<file path="config.mk">
export PLATFORM = sky130hd
export DESIGN_NAME = overvoltage_guard
export DESIGN_NICKNAME = d
export VERILOG_FILES = /design/src/ovg_pkg.sv /design/src/overvoltage_guard.sv
export VERILOG_INCLUDE_DIRS = /design/src
export SDC_FILE = /design/constraint.sdc
export NUM_CORES = 1
export LEC_CHECK = 0
export ABC_AREA = 1
export ABC_CLOCK_PERIOD_IN_PS = 2700
export BUFFER_PORTS_ARGS = -buffer_cell sky130_fd_sc_hd__buf_2
export CORE_MARGIN = 3
export CORE_UTILIZATION = 42
export CTS_CLUSTER_SIZE = 16
export DETAILED_ROUTE_END_ITERATION = 7
export PLACE_DENSITY = 0.82
export SETUP_SLACK_MARGIN = 0.3
export SLEW_MARGIN = 20
export SYNTH_ARGS = -nofsm -noshare
export SYNTH_HDL_FRONTEND = slang
export SYNTH_SLANG_ARGS = --single-unit
</file>
<file path="constraint.sdc">
create_clock -name clk -period 2.7 [get_ports clk]
set_clock_uncertainty 0.15 [all_clocks]
set_input_delay 0.135 -clock clk [delete_from_list [all_inputs] [get_ports clk]]
set_output_delay 0.135 -clock clk [all_outputs]
set_load 0.03 [all_outputs]
</file>
<file path="src/ovg_consts.svh">
`ifndef OVG_CONSTS_SVH
`define OVG_CONSTS_SVH

// Register byte offsets
`define OFF_CTRL 8'h00
`define OFF_DACREF 8'h04
`define OFF_STATUS 8'h08
`define OFF_IRQSTAT 8'h0C
`define OFF_IRQMASK 8'h10
`define OFF_FAULTCLR 8'h14

// Control field positions
`define CTRL_EN 0
`define CTRL_REF_LO 1
`define CTRL_LVL_LO 3
`define CTRL_PIN_LO 5
`define CTRL_ACT 7
`define CTRL_OUTEN 8
`define CTRL_W 9

// Reset values
`define CTRL_RST 9'h000
`define DACREF_RST 12'hFFF
`define MASK_RST 2'h0

// Fixed internal reference levels (12-bit codes)
`define INTLVL0 12'h400
`define INTLVL1 12'h800
`define INTLVL2 12'hC00
`define INTLVL3 12'hFFF

// Interrupt event bits
`define EV_TRIP 0
`define EV_SAFE 1

`define RESP_OK 2'h0
`define RESP_SLVERR 2'h2

`endif

</file>
<file path="src/ovg_pkg.sv">
package ovg_pkg;
	typedef enum logic [1:0] {
		REF_INTERNAL,
		REF_EXTERNAL,
		REF_DAC,
		REF_SPARE
	} refsel_t;

	typedef enum logic {
		ACT_DISABLE_PWM,
		ACT_LOWSIDE_ON
	} action_t;

	typedef logic [11:0] sample_t;
endpackage : ovg_pkg

</file>
<file path="src/overvoltage_guard.sv">
// The implementer's own choices: the register addresses and the AXI4-Lite interface to the registers.
`include "ovg_consts.svh"

module overvoltage_guard
	import ovg_pkg::*;
(
	input wire logic clk, // 200 MHz clock
	input wire logic rst, // Sync reset, active high
	input wire logic [47:0] senseIn, // Four 12-bit bus voltage samples
	input wire logic [11:0] extRef, // External reference pin level
	input wire logic ocFault, // Overcurrent comparator level
	output logic firstBreak_q, // Overcurrent break request
	output logic secondBreakInput_q, // Overvoltage break request
	output logic pwmDisable_q, // Disable all PWM outputs
	output logic lowSideOn_q, // Force low-side switches on
	output logic dacOut_q, // DAC channel dedicated to threshold
	output logic [11:0] dacCode_q, // DAC channel code
	output logic cmpPin_q, // Comparator output pin value
	output logic cmpPinOe_n_q, // Pin output enable, low drives
	output logic irq_q, // Interrupt, level
	input wire logic [31:0] awaddr, // AXI4-Lite
	input wire logic awvalid, // AXI4-Lite
	output logic awready_q, // AXI4-Lite
	input wire logic [31:0] wdata, // AXI4-Lite
	input wire logic [3:0] wstrb, // AXI4-Lite
	input wire logic wvalid, // AXI4-Lite
	output logic wready_q, // AXI4-Lite
	output logic [1:0] bresp_q, // AXI4-Lite
	output logic bvalid_q, // AXI4-Lite
	input wire logic bready, // AXI4-Lite
	input wire logic [31:0] araddr, // AXI4-Lite
	input wire logic arvalid, // AXI4-Lite
	output logic arready_q, // AXI4-Lite
	output logic [31:0] rdata_q, // AXI4-Lite
	output logic [1:0] rresp_q, // AXI4-Lite
	output logic rvalid_q, // AXI4-Lite
	input wire logic rready // AXI4-Lite
);
	logic [`CTRL_W-1:0] ctrl_q;
	logic [11:0] dacRef_q;
	logic [1:0] irqStat_q;
	logic [1:0] irqMask_q;
	logic [7:0] awAddr_q;
	logic [31:0] wData_q;
	logic [3:0] wStrb_q;
	logic above_q;
	logic fault_q;
	logic faultClr;
	logic wrEn;
	logic wrOk;
	sample_t sample;
	sample_t threshold;
	sample_t intLevel;
	refsel_t refSel;
	action_t action;
	logic [1:0] pinSel;
	logic aboveNow;
	logic tripEv;
	logic safeEv;

	assign refSel = refsel_t'(ctrl_q[`CTRL_REF_LO +: 2]);
	assign action = action_t'(ctrl_q[`CTRL_ACT]);
	assign pinSel = ctrl_q[`CTRL_PIN_LO +: 2];

	// Sense pin choice selects which 12-bit sample the single comparator sees
	assign sample = senseIn[pinSel*12 +: 12];

	always_comb begin
		case (ctrl_q[`CTRL_LVL_LO +: 2])
			2'd0: intLevel = `INTLVL0;
			2'd1: intLevel = `INTLVL1;
			2'd2: intLevel = `INTLVL2;
			default: intLevel = `INTLVL3;
		endcase
	end

	always_comb begin
		case (refSel)
			REF_INTERNAL: threshold = intLevel;
			REF_EXTERNAL: threshold = extRef;
			REF_DAC: threshold = dacRef_q;
			default: threshold = intLevel;
		endcase
	end

	assign aboveNow = ctrl_q[`CTRL_EN] && (sample > threshold);

	always_ff @(posedge clk) begin
		if (rst) begin
			above_q <= 1'b0;
		end else begin
			above_q <= aboveNow;
		end
	end

	// Latched fault; a new trip wins over a clear
	assign tripEv = above_q && !fault_q;
	assign safeEv = fault_q && !above_q && faultClr;
	always_ff @(posedge clk) begin
		if (rst) begin
			fault_q <= 1'b0;
		end else if (above_q) begin
			fault_q <= 1'b1;
		end else if (faultClr) begin
			fault_q <= 1'b0;
		end
	end

	// Break outputs: each fault on its own input
	always_ff @(posedge clk) begin
		if (rst) begin
			secondBreakInput_q <= 1'b0;
			firstBreak_q <= 1'b0;
			pwmDisable_q <= 1'b0;
			lowSideOn_q <= 1'b0;
		end else begin
			secondBreakInput_q <= fault_q;
			firstBreak_q <= ocFault;
			pwmDisable_q <= fault_q && action == ACT_DISABLE_PWM;
			lowSideOn_q <= fault_q && action == ACT_LOWSIDE_ON;
		end
	end

	// Comparator pin is observation only
	always_ff @(posedge clk) begin
		if (rst) begin
			cmpPin_q <= 1'b0;
			cmpPinOe_n_q <= 1'b1;
			dacOut_q <= 1'b0;
			dacCode_q <= `DACREF_RST;
		end else begin
			cmpPin_q <= above_q && ctrl_q[`CTRL_OUTEN];
			cmpPinOe_n_q <= !ctrl_q[`CTRL_OUTEN];
			dacOut_q <= refSel == REF_DAC;
			dacCode_q <= dacRef_q;
		end
	end

	// AXI write: take address and data together, only once both are valid
	assign wrEn = bvalid_q == 1'b0 && awready_q == 1'b0 && wready_q == 1'b0
		&& awvalid && wvalid;
	always_ff @(posedge clk) begin
		if (rst) begin
			awready_q <= 1'b0;
			wready_q <= 1'b0;
			bvalid_q <= 1'b0;
			bresp_q <= `RESP_OK;
			awAddr_q <= 8'h00;
			wData_q <= 32'h0000_0000;
			wStrb_q <= 4'h0;
		end else begin
			awready_q <= wrEn;
			wready_q <= wrEn;
			if (awready_q) begin
				awAddr_q <= awaddr[7:0];
				wData_q <= wdata;
				wStrb_q <= wstrb;
				bvalid_q <= 1'b1;
				bresp_q <= (awaddr[31:8] == 24'h0 && awaddr[1:0] == 2'b00
					&& awaddr[7:0] <= `OFF_FAULTCLR) ? `RESP_OK : `RESP_SLVERR;
			end else if (bvalid_q && bready) begin
				bvalid_q <= 1'b0;
			end
		end
	end

	// Register write applied in the cycle after acceptance
	logic wrPend_q;
	always_ff @(posedge clk) begin
		if (rst) begin
			wrPend_q <= 1'b0;
		end else begin
			wrPend_q <= awready_q;
		end
	end
	assign wrOk = wrPend_q && bresp_q == `RESP_OK;
	assign faultClr = wrOk && awAddr_q == `OFF_FAULTCLR && wStrb_q[0]
		&& wData_q[0];

	always_ff @(posedge clk) begin
		if (rst) begin
			ctrl_q <= `CTRL_RST;
		end else if (wrOk && awAddr_q == `OFF_CTRL) begin
			if (wStrb_q[0]) begin
				ctrl_q[7:0] <= wData_q[7:0];
			end
			if (wStrb_q[1]) begin
				ctrl_q[8] <= wData_q[8];
			end
		end
	end

	always_ff @(posedge clk) begin
		if (rst) begin
			dacRef_q <= `DACREF_RST;
		end else if (wrOk && awAddr_q == `OFF_DACREF) begin
			if (wStrb_q[0]) begin
				dacRef_q[7:0] <= wData_q[7:0];
			end
			if (wStrb_q[1]) begin
				dacRef_q[11:8] <= wData_q[11:8];
			end
		end
	end

	always_ff @(posedge clk) begin
		if (rst) begin
			irqMask_q <= `MASK_RST;
		end else if (wrOk && awAddr_q == `OFF_IRQMASK && wStrb_q[0]) begin
			irqMask_q <= wData_q[1:0];
		end
	end

	// Sticky events, write one to clear, set wins
	always_ff @(posedge clk) begin
		if (rst) begin
			irqStat_q <= 2'b00;
		end else begin
			for (int i = 0; i < 2; i++) begin
				if ((i == `EV_TRIP && tripEv) || (i == `EV_SAFE && safeEv)) begin
					irqStat_q[i] <= 1'b1;
				end else if (wrOk && awAddr_q == `OFF_IRQSTAT && wStrb_q[0]
					&& wData_q[i]) begin
					irqStat_q[i] <= 1'b0;
				end
			end
		end
	end

	always_ff @(posedge clk) begin
		if (rst) begin
			irq_q <= 1'b0;
		end else begin
			irq_q <= |(irqStat_q & irqMask_q);
		end
	end

	// AXI read
	logic [31:0] rdMux;
	logic rdHit;
	always_comb begin
		rdMux = 32'h0000_0000;
		rdHit = araddr[31:8] == 24'h0 && araddr[1:0] == 2'b00;
		case (araddr[7:0])
			`OFF_CTRL: rdMux = {23'h0, ctrl_q};
			`OFF_DACREF: rdMux = {20'h0, dacRef_q};
			`OFF_STATUS: rdMux = {28'h0, secondBreakInput_q, fault_q,
				above_q, firstBreak_q};
			`OFF_IRQSTAT: rdMux = {30'h0, irqStat_q};
			`OFF_IRQMASK: rdMux = {30'h0, irqMask_q};
			`OFF_FAULTCLR: rdMux = 32'h0000_0000;
			default: rdHit = 1'b0;
		endcase
	end

	always_ff @(posedge clk) begin
		if (rst) begin
			arready_q <= 1'b0;
			rvalid_q <= 1'b0;
			rdata_q <= 32'h0000_0000;
			rresp_q <= `RESP_OK;
		end else begin
			arready_q <= arvalid && !arready_q && !rvalid_q;
			if (arready_q) begin
				rvalid_q <= 1'b1;
				rdata_q <= rdHit ? rdMux : 32'h0000_0000;
				rresp_q <= rdHit ? `RESP_OK : `RESP_SLVERR;
			end else if (rvalid_q && rready) begin
				rvalid_q <= 1'b0;
			end
		end
	end
endmodule : overvoltage_guard

</file>
# After elaboration in Yosys (flattened, before gate mapping)
# Cells that the tools add are included.
[op_classes] n_mul=1 n_lt_le_gt_ge=2 n_eq_ne=13 n_shift=1 n_mux=17 bitwise=4 n_reduce_logical=54
[op_table] op="12-bit one-hot mux with 5 select lines" n=1
[op_table] op="24-bit zero test" n=2
[op_table] op="48-bit by 7-bit indexed part select with 12-bit output" n=1
[op_table] op="12-bit one-hot mux with 3 select lines" n=1
[op_table] op="8-bit by 5-bit == test with 1-bit output, second input constant" n=4
[op_table] op="32-bit two-way mux" n=1
[op_table] op="1-bit logical AND" n=30
[op_table] op="8-bit by 4-bit == test with 1-bit output, second input constant" n=3
[op_table] op="12-bit one-hot mux with 2 select lines" n=1
[op_table] op="8-bit by 3-bit == test with 1-bit output, second input constant" n=2
[op_table] op="8-bit zero test" n=2
[op_table] op="12-bit > comparator" n=1
[op_table] op="1-bit two-way mux" n=11
[op_table] op="2-bit nonzero test" n=5
[op_table] op="8-bit by 5-bit <= comparator with 1-bit output, second input constant" n=1
[op_table] op="2-bit zero test" n=4
[op_table] op="2-bit AND reduction" n=4
[op_table] op="6-bit OR reduction" n=1
[op_table] op="1-bit zero test" n=5
[op_table] op="2-bit by 1-bit == test with 1-bit output, second input constant" n=2
[op_table] op="2-bit == test, second input constant" n=2
[op_table] op="2-bit by 2-bit multiplier with 4-bit output, second input constant" n=1
[op_table] op="2-bit two-way mux" n=2
[op_table] op="1-bit inverter" n=3
[op_table] op="other kinds (2)" n=2
[totals] register_bits=110 inputBits=168 output_inout_bits=61 wordCells=121

# Logic depth before layout (Yosys ltp)
# Gate-level depths: netlist of run 1.
[logic_depth] word_depth=7 mapped_depth=12 ltp_nobuf=11

# Worst setup path after synthesis of run 1
# Ideal clock, no wire load.
[synth_path] kind="flip-flop to flip-flop" start="register ctrl_q[1]" end="register above_q" setup_time_ns=0.120 arrival_time_ns=1.829 t_required_ns=2.430 path_slack_ns=0.600 stages_incl_launch_ff=11 path_buffers=0 synth_period_minus_slack_ns=2.100 cell_sequence="dfxtp_1 inv_1 ha_1 o21ai_1 o21ai_0 ha_1 nand2_1 nor2_1 nand4_1 o211ai_1 a21oi_1"
[synth_between] elab_chain_len=4 elab_cells_between_ends=5 cone_classes="order compare: 1; eq/ne: 2; mux: 1; reduce/logical: 1"
[synth_lines] element="from (decl)" line="overvoltage_guard.sv:39" text="logic [`CTRL_W-1:0] ctrl_q;"
[synth_lines] element="from (signal assigned)" line="overvoltage_guard.sv:182" text="ctrl_q <= `CTRL_RST;"
[synth_lines] element="from (signal assigned)" line="overvoltage_guard.sv:185" text="ctrl_q[7:0] <= wData_q[7:0];"
[synth_lines] element="2-bit == test / 2-bit by 1-bit == test with 1-bit output (equally long branches)" line="overvoltage_guard.sv:78" text="case (refSel)"
[synth_lines] element="12-bit one-hot mux with 2 select lines (*)" line="overvoltage_guard.sv:78"
[synth_lines] element="12-bit > comparator (*)" line="overvoltage_guard.sv:86" text="assign aboveNow = ctrl_q[`CTRL_EN] && (sample > threshold);"
[synth_lines] element="1-bit logical AND (*)" line="overvoltage_guard.sv:86"
[synth_lines] element="to (signal assigned)" line="overvoltage_guard.sv:92" text="above_q <= aboveNow;"
[synth_lines] element="to (decl)" line="overvoltage_guard.sv:46" text="logic above_q;"
# Every way passes the cells marked *; elsewhere a longest branch is shown, timed or not.
# A chain may end at the register's enable or synchronous reset.

# Final worst setup path of run 1
[layout_path] start="input port awaddr[20]" end="register bresp_q[1]"
[layout_between] elab_chain_len=4
[layout_lines] element="from (decl)" line="overvoltage_guard.sv:21" text="input wire logic [31:0] awaddr,"
[layout_lines] element="24-bit zero test" line="overvoltage_guard.sv:159" text="bresp_q <= (awaddr[31:8] == 24'h0 && awaddr[1:0] == 2'b00"
[layout_lines] element="1-bit logical AND" line="overvoltage_guard.sv:159"
[layout_lines] element="1-bit logical AND (no line)"
[layout_lines] element="2-bit two-way mux (no line)"
[layout_lines] element="to (signal assigned)" line="overvoltage_guard.sv:147" text="bresp_q <= `RESP_OK;"
[layout_lines] element="to (signal assigned)" line="overvoltage_guard.sv:159"
[layout_lines] element="to (decl)" line="overvoltage_guard.sv:28" text="output logic [1:0] bresp_q,"
# Every way passes these cells.

==> results of run 1 <==
==> how the worst min path moves through the flow <==
stage / endpoint / slack, ps / depth (start not counted)
2_1_floorplan: bvalid_q / 90 / 1
3_3_place_gp: bvalid_q / 180 / 2
3_5_place_dp: bvalid_q / 190 / 2
4_1_cts: wrPend_q / 60 / 2
5_1_grt: wready_q / 90 / 2
6_report: cmpPin_q / 70 / 2
==> registers in the layout, summed over array words and instances, names as in the netlist, 2 cells and up <==
signal and flops:
dacCode_q 12, dacRef_q 12, rdata_q 12, wData_q 12, ctrl_q 9, awAddr_q 8
irqMask_q 2, irqStat_q 2, wStrb_q 2
==> metal layers <==
metal  routed length [µm]  GRT usage  up-vias  part of all wire
li1                     -          -     2491                 -
met1                 5345     0.2671     2117              0.42
met2                 6216     0.3544      201              0.49
met3                 1058    0.05533       16             0.083
met4                  161    0.03740        0             0.013
met5                    0          0        -                 0
==> metrics by stage <==
step	instance area [µm²]	power, mW	setup WS [ps]	hold WS, ps	instances
global route	5986	2.623	327.1	94.03	992
detailed placement	5475	1.683	413.8	185.7	946
CTS	5978	2.520	391.0	56.56	992
global placement	5475	1.676	447.7	175.8	946
finish	5986	2.505	417.4	68.15	992
floorplan	4621	1.567	600.3	88.54	668
==> where the power goes <==
group	internal (mW)	total, mW	switching [mW]
Clock	0.406	0.813	0.406
Sequential	1.32	1.34	0.0162
Combinational	0.157	0.356	0.199
==> area by class of cell <==
type / instances / area (µm²) / share of cell area
Clock buffer: 10 / 127.6 / 0.02132
Clock inverter: 2 / 35.03 / 0.005853
Inverter: 65 / 244.0 / 0.04076
Multi-Input combinational cell: 466 / 2332 / 0.3896
Sequential cell: 88 / 1763 / 0.2945
Tap cell: 136 / 170.2 / 0.02843
Timing Repair Buffer: 225 / 1314 / 0.2195
==> kinds of logic after synthesis <==
| family | Yosys count |
|---|---|
| adder cells (fa/ha/maj) | 14 |
| flip-flops | 88 |
| other | 1 |
| buffers and inverters | 114 |
| AND/OR/NAND/NOR | 274 |
| AO/OA/AOI/OAI | 156 |
==> timing repair <==
action	4_1_cts	5_1_grt
endpoints found under the hold margin	28	0
hold buffers	34	0
gates resized for setup	0	5
setup endpoints to repair	0	1
==> placed cells by master, fill, tap and decap left out, types with 22 or more instances in the layout <==
| cell | Yosys | routed |
|---|---|---|
| a21oi_1 | 44 | 44 |
| inv_1 | 64 | 63 |
| conb_1 | 1 | 22 |
| buf_2 | 0 | 184 |
| nand3_1 | 25 | 25 |
| nor2_1 | 84 | 84 |
| nand2_1 | 130 | 130 |
| dfxtp_1 | 88 | 87 |
| dlygate4sd3_1 | 0 | 34 |
| o21ai_0 | 79 | 78 |
==> worst max-delay path, cell delays in order <==
cell,delay [ps]
dlygate4sd3_1,530
buf_2,120
nor4_1,250
dlygate4sd3_1,590
nand3_1,60
dlygate4sd3_1,550
nor2_1,90
nor2_1,40
==> run metrics, run 1 <==
status finished, final reports clean; share of cells above drive strength 1 0.2687; number of DRC markers in iteration 0 209; sequential fraction of the synthesis area 0.3879; post-layout util 0.5747; DP HPWL 9455 µm; synthesis-stage register bit count 88; final setup violation count 0; Worst-path clk slew 80 ps; min Tclk post-route 2283 ps; Worst slew margin 0.6048; Worst-Margin Slew 592.2 ps; main area contributors after synthesis dfxtp_1 (39%), nand2_1 (11%), o21ai_0 (8.7%); die area 12100 µm²; vias in the first global route 4353; # DRC 0; TritonRoute pass-1 iters 5; Vias/cell 4.864; CP Launch Type input port; Clock Path Buffers 2; # IOs 229; input/output buffers 184; vias 4825; most frequent cells after synthesis nand2_1 (130), dfxtp_1 (88), nor2_1 (84); critical path type input port to flip-flop; Top FF cell, synth dfxtp_1; Cell Area, Synth 4542 µm²; DR WL/cell 12.88 µm; element type at the critical path end flip-flop; largest net degree at the start of global routing 35; Adder-Cell Fraction of Synth Area 0.03857; initial antenna violation count 0; grt total ovfl 0; Fmax 438.1 MHz; HP Start rst; later-pin clock latency in the skew report 340 ps; crit path max fanout 1; antenna-violating nets left 0; count leader, synth nand2_1; Area growth syn-to-layout 31.79%; reg2reg start ctrl_q[1]; Post-synth EDFFs 0; gpl congestion 0.8533; H-Tree Depth 3; effective utilization at floorplan 0.4360; global-route wire length before repair 20240 µm; core area 10420 µm²; Max Slew Vio Count 0; final wirelength 12780 µm; setup TNS 0 ps; Synth Warn # 0; Leak Pwr 2.932 nW; die span in x 110.0 µm; Clock Sinks 88; final layout net count 1037; R2R Setup Slk 520 ps; xor and xnor fraction of the mapped netlist area 0; FFs w/ async S/R, synth 0; # fillers 992; R2R cell count 11; cell accounting for the most synthesized area dfxtp_1; CP required 2790 ps; RSZ-0062 raised after global routing false; Power Dens Cells 418.5 nW/µm²; Reg-to-Reg End above_q; Max-Cap Viols 0; area fraction in and, or, nand and nor cells after synthesis 0.2612; die height 110.0 µm; Synth top area share 0.3879; WP data arrival 2370 ps; Cell variety after synth 37; Clock Tree Root clkbuf_8; Antenna diodes 0; final hold viol count 0; mean post-synth cell area 7.020 µm²; Total GRT Usage 0.2081; Max VDD drop 0.4036 mV; CP endpoint bresp_q[1]; main combinational cell family by area after synthesis simple AND/OR/NAND/NOR gates; area fraction in compound gates after synthesis 0.1942; post-synthesis mux area share 0; Worst Hold Class input port to flip-flop; number of setup buffers added after CTS 0; CTS tree yes; final period utilization 0.8454; Synth Instances 647; worst setup path start awaddr[20]; Std-Cell Rows 37; number of buffers created by CTS 9
No activity file was read; power rests on OpenSTA's default activity.
==> inputs of run 2 (changes only) <==
--- a/config.mk
+++ b/config.mk
@@ -7,13 +7,13 @@
 export NUM_CORES = 1
 export LEC_CHECK = 0
 export ABC_AREA = 1
-export ABC_CLOCK_PERIOD_IN_PS = 2700
+export ABC_CLOCK_PERIOD_IN_PS = 1900
 export BUFFER_PORTS_ARGS = -buffer_cell sky130_fd_sc_hd__buf_2
 export CORE_MARGIN = 3
 export CORE_UTILIZATION = 42
 export CTS_CLUSTER_SIZE = 16
 export DETAILED_ROUTE_END_ITERATION = 7
-export PLACE_DENSITY = 0.82
+export PLACE_DENSITY = 0.85
 export SETUP_SLACK_MARGIN = 0.3
 export SLEW_MARGIN = 20
 export SYNTH_ARGS = -nofsm -noshare
==> constraint.sdc (replaced) <==
create_clock -name clk -period 1.9 [get_ports clk]
set_clock_uncertainty 0.15 [all_clocks]
set_input_delay 0.095 -clock clk [delete_from_list [all_inputs] [get_ports clk]]
set_output_delay 0.095 -clock clk [all_outputs]
set_load 0.03 [all_outputs]
==> run 2 against run 1 <==
  * The flow now finishes with violations (setup timing)
  * Worst setup slack got worse by 570 ps
  * Total power rose by 55%
  * Sequential cell count did not move
  * Utilization rose by 7.9 points
  * Combinational power rose by 74%
  * Sequential share of layout area fell by 3.4 points
  * Non-clock buffer count rose by 46
  * Via count rose by 11%
  * Cell count rose by 5.2%
  * First-iteration DRC count rose by 80%
  * Routed wire length rose by 22%
  * Critical path depth rose by 2
  * Largest power group unchanged
==> run metrics, run 2 (synthesized netlist as in run 1, its figures left out) <==
critical path type flip-flop to flip-flop; number of DRC markers in iteration 0 377; Power Dens Cells 572.2 nW/µm²; crit path max fanout 6; pre-CTS WS -170.5 ps; # fillers 834; core area 10420 µm²; DR WL/cell 14.91 µm; Clock Path Buffers 2; Worst-Margin Slew 528.7 ps; largest net degree at the start of global routing 63; Worst slew margin 0.6475; WP data arrival 2190 ps; Worst Hold Class input port to flip-flop; final layout net count 1086; Leak Pwr 3.243 nW; input/output buffers 184; Fmax 487.5 MHz; most common cell after layout, fill and taps aside buf_2; Antenna diodes 0; antenna-violating nets left 0; TritonRoute pass-1 iters 5; number of buffers created by CTS 9; global-route wire length before repair 21760 µm; vias in the first global route 4758; Total GRT Usage 0.2268; # IOs 229; final period utilization 1.080; later-pin clock latency in the skew report 350 ps; grt total ovfl 0; PnR worst setup slack -151.1 ps; die area 12100 µm²; DP HPWL 9660 µm; H-Tree Depth 3; failing checks setup timing; element type at the critical path end flip-flop; share of cells above drive strength 1 0.3414; Std-Cell Rows 37; Max VDD drop 0.4019 mV; Area growth syn-to-layout 49.81%; vias 5368; die span in x 110.0 µm; worst hold slack 40.34 ps; most frequent cells in the layout buf_2 (184), nand2_1 (117), dfxtp_1 (81); CTS tree yes; die height 110.0 µm; final setup violation count 1; Max-Cap Viols 0; status complete, but fails checks; initial antenna violation count 0; gpl congestion 0.8514; CP Launch Type flip-flop; final wirelength 15570 µm; Vias/cell 5.142; min Tclk post-route 2051 ps; CP required 2040 ps; effective utilization at floorplan 0.4360; Worst-path clk slew 80 ps; # DRC 0; Clock Sinks 88; final hold viol count 0; RSZ-0062 raised after global routing true; Max Slew Vio Count 0; Clock Tree Root clkbuf_8
==> run 2: metrics by stage <==
step | setup TNS [ps] | cell area [µm²] | utilization | instances | total power [mW]
CTS | -114.6 | 6484 | 0.6225 | 1033 | 3.830
floorplan | -22.00 | 4705 | - | 668 | 2.228
detailed placement | -170.5 | 5687 | 0.5459 | 961 | 2.402
global placement | -125.0 | 5687 | 0.5459 | 961 | 2.394
finish | -151.1 | 6804 | 0.6532 | 1044 | 3.893
global route | -265.3 | 6804 | 0.6532 | 1044 | 4.023
==> run 2: area by class of cell <==
class                           count  area, µm²  share of cell area
Multi-Input combinational cell    469       2614              0.3841
Timing Repair Buffer              271       1788              0.2628
Sequential cell                    88       1773              0.2606
Inverter                           65      244.0             0.03586
Clock buffer                       13      180.2             0.02648
Tap cell                          136      170.2             0.02501
Clock inverter                      2      35.03            0.005149
==> run 2: timing repair <==
| action | CTS | global route |
|---|---|---|
| buffers inserted | 2 | 8 |
| resized for setup | 7 | 62 |
| gates cloned | 2 | 2 |
| endpoints found under the hold margin | 30 | 1 |
| endpoints found under the setup margin | 19 | 38 |
| pin swaps | 4 | 19 |
| hold buffers | 53 | 2 |
==> run 2: path summary, 6_finish.rpt <==
kind / start / end / slack [ps] / cells after the start
min: awvalid / wready_q / 40 / 4
max reg2reg: ctrl_q[1] / above_q / -150 / 10
max: ctrl_q[1] / above_q / -150 / 10
min reg2reg: arready_q / arready_q / 310 / 1
==> run 2: worst max-delay path: stages (launching register included) <==
cell and delay, ps:
dfxtp_4 380, inv_2 40, ha_4 320, buf_6 150, o22ai_4 80, ha_4 290
nand2_4 50, nor2_4 110, nand4_1 110, a21o_1 170, a21oi_1 130
==> run 2: routing by layer <==
layer / up-vias / track usage / part of all wire
li1: 2600 / - / -
met1: 2412 / 0.2847 / 0.40
met2: 302 / 0.3787 / 0.49
met3: 54 / 0.05416 / 0.087
met4: 0 / 0.08192 / 0.030
met5: - / 0 / 0
==> run 2: report_power, final <==
part	switching [mW]	internal [mW]	total [mW]	leakage (nW)
clock	0.622	0.751	1.37	0.111
sequential	0.0244	1.88	1.90	0.717
combinational	0.334	0.286	0.620	2.42
==> inputs of run 3 (changes only) <==
--- a/config.mk
+++ b/config.mk
@@ -7,13 +7,15 @@
 export NUM_CORES = 1
 export LEC_CHECK = 0
 export ABC_AREA = 1
-export ABC_CLOCK_PERIOD_IN_PS = 1900
+export ABC_CLOCK_PERIOD_IN_PS = 2200
 export BUFFER_PORTS_ARGS = -buffer_cell sky130_fd_sc_hd__buf_2
+export CELL_PAD_IN_SITES_DETAIL_PLACEMENT = 1
+export CELL_PAD_IN_SITES_GLOBAL_PLACEMENT = 1
 export CORE_MARGIN = 3
-export CORE_UTILIZATION = 42
+export CORE_UTILIZATION = 31
 export CTS_CLUSTER_SIZE = 16
 export DETAILED_ROUTE_END_ITERATION = 7
-export PLACE_DENSITY = 0.85
+export PLACE_DENSITY = 0.87
 export SETUP_SLACK_MARGIN = 0.3
 export SLEW_MARGIN = 20
 export SYNTH_ARGS = -nofsm -noshare
==> constraint.sdc (replaced) <==
create_clock -name clk -period 2.2 [get_ports clk]
set_clock_uncertainty 0.15 [all_clocks]
set_input_delay 0 -clock clk [delete_from_list [all_inputs] [get_ports clk]]
set_output_delay 0 -clock clk [all_outputs]
set_load 0.03 [all_outputs]
==> run 3 against run 2 <==
  * The flow now finishes without violations
  * Global-route usage shrank 3.1 points
  * Routed wire length is 4.7% higher
  * Fmax shrank 3.2%
  * Critical path type unchanged
  * Die area up 33%
==> run metrics, run 3 (synthesized netlist as in run 1, its figures left out) <==
most frequent cells in the layout buf_2 (184), nand2_1 (129), dfxtp_1 (86); later-pin clock latency in the skew report 340 ps; die height 127.0 µm; gpl congestion 0.7981; busiest grt layer met2; TritonRoute pass-1 iters 4; Worst slew margin 0.6688; Vias/cell 4.808; critical path type flip-flop to flip-flop; Worst-path clk slew 60 ps; vias in the first global route 5313; Sw Share 0.2334; Sw Pwr 0.9044 mW; post-route cell area 6550 µm²; hold depth 6; CP Launch Type flip-flop; Comb power frac 0.123; Worst-Margin Slew 492.9 ps; Leak Pwr 3.167 nW; met1 Resource Use GR 0.2328; status finished, final reports clean; final wirelength 16310 µm; effective utilization at floorplan 0.3222; # DRC 0; Max-Cap Viols 0; Antenna diodes 0; WP data arrival 2240 ps; global routing usage on met2 0.3602; Clock Sinks 88; H-Tree Depth 3; final period utilization 0.9628; # fillers 1845; Area growth syn-to-layout 44.21%; Fmax 472.1 MHz; Clock Path Buffers 2; placed cells 996; number of buffers created by CTS 9; min Tclk post-route 2118 ps; Non-Filler Instances 1061; number of DRC markers in iteration 0 264; R2R cell count 11; M3 GR Usage 0.04348; antenna-violating nets left 0; input/output buffers 184; Flop pwr share 0.423; final setup violation count 0; DP HPWL 11720 µm; Total GRT Usage 0.1958; vias 5101; element type at the critical path end flip-flop; die span in x 127.0 µm; largest net degree at the start of global routing 32; CTS tree yes; Internal 2.971 mW; share of cells above drive strength 1 0.2997; grt total ovfl 0; Max VDD drop 0.4038 mV; Power Dens Cells 591.6 nW/µm²; # IOs 229; final hold viol count 0; Worst Hold Class input port to flip-flop; CP required 2320 ps; die area 16140 µm²; clock share of power 0.454; setup TNS 0 ps; DR WL/cell 15.37 µm; final layout net count 1058; RSZ-0062 raised after global routing true; core area 14100 µm²; PnR worst setup slack 81.74 ps; initial antenna violation count 0; crit path max fanout 6; Max Slew Vio Count 0; most common cell after layout, fill and taps aside buf_2; Std-Cell Rows 43; global-route wire length before repair 25700 µm; pre-CTS WS 57.15 ps; Clock Tree Root clkbuf_16; Cell Area, Placed 5648 µm²
==> run 3: changes by cell type in the layout (fill, tap and decap cells not counted), sizes merged <==
cell          before  now
buf              217  205
dlygate4sd3       53   41
bufinv             1    3
clkbuf            13   11
clkinv             2    3
clkinvlp           0    1
dlymetal6s4s       1    0
inv               64   63
nand3             28   27
nor2              90   89
o21ai             81   80
==> run 3: metal layers <==
| layer | up-vias | part of all wire |
|---|---|---|
| li1 | 2542 | - |
| met1 | 2392 | 0.41 |
| met2 | 151 | 0.52 |
| met3 | 16 | 0.053 |
| met4 | 0 | 0.0095 |
| met5 | - | 0 |
==> run 3: through the flow <==
stage               power [mW]  utilization  hold slack [ps]
floorplan                1.924            -           -46.46
global placement         2.069       0.4007            55.07
detailed placement       2.082       0.4007            55.57
CTS                      3.893       0.4577            11.28
global route             4.041       0.4647            49.45
finish                   3.875       0.4647            26.05
==> run 3: power by group through the flow <==
stage	Clock (mW)	Combinational [mW]	Sequential (mW)
finish	1.76	0.478	1.64
global route	1.87	0.532	1.64
CTS	1.79	0.461	1.64
detailed placement	0	0.407	1.68
global placement	0	0.396	1.67
floorplan	0	0.239	1.68
==> run 3: layout make-up <==
class                           instances  area [µm²]  area share
Multi-Input combinational cell        466        2429      0.3708
Inverter                               65       250.2     0.03820
Sequential cell                        88        1769      0.2701
Tap cell                              180       225.2     0.03438
Clock inverter                          5       103.9     0.01585
Timing Repair Buffer                  246        1530      0.2336
Clock buffer                           11       242.7     0.03706
==> run 3: critical path: stages, from the launching register on <==
cell and delay, ps:
dfxtp_4 370, inv_4 60, ha_4 130, clkinvlp_4 160, o21ai_1 210, o21ai_2 70
ha_1 290, nand2_1 90, nor2_4 100, nand4_1 120, a21o_1 170, a21oi_1 130
==> run 3: path summary, 6_finish.rpt <==
check,start,slack [ps],endpoint
hold reg to reg,rdata_q[1],320,rdata_q[1]
setup reg to reg,ctrl_q[1],80,above_q
hold / removal,araddr[2],30,rdata_q[0]
setup / recovery,ctrl_q[1],80,above_q
==> run 3: timing repair <==
| action | in CTS | in global routing |
|---|---|---|
| pin swaps | 5 | 10 |
| hold buffers | 41 | 0 |
| endpoints found under the setup margin | 1 | 10 |
| endpoints found under the hold margin | 41 | 0 |
| buffers inserted | 3 | 5 |
| resized for setup | 12 | 12 |
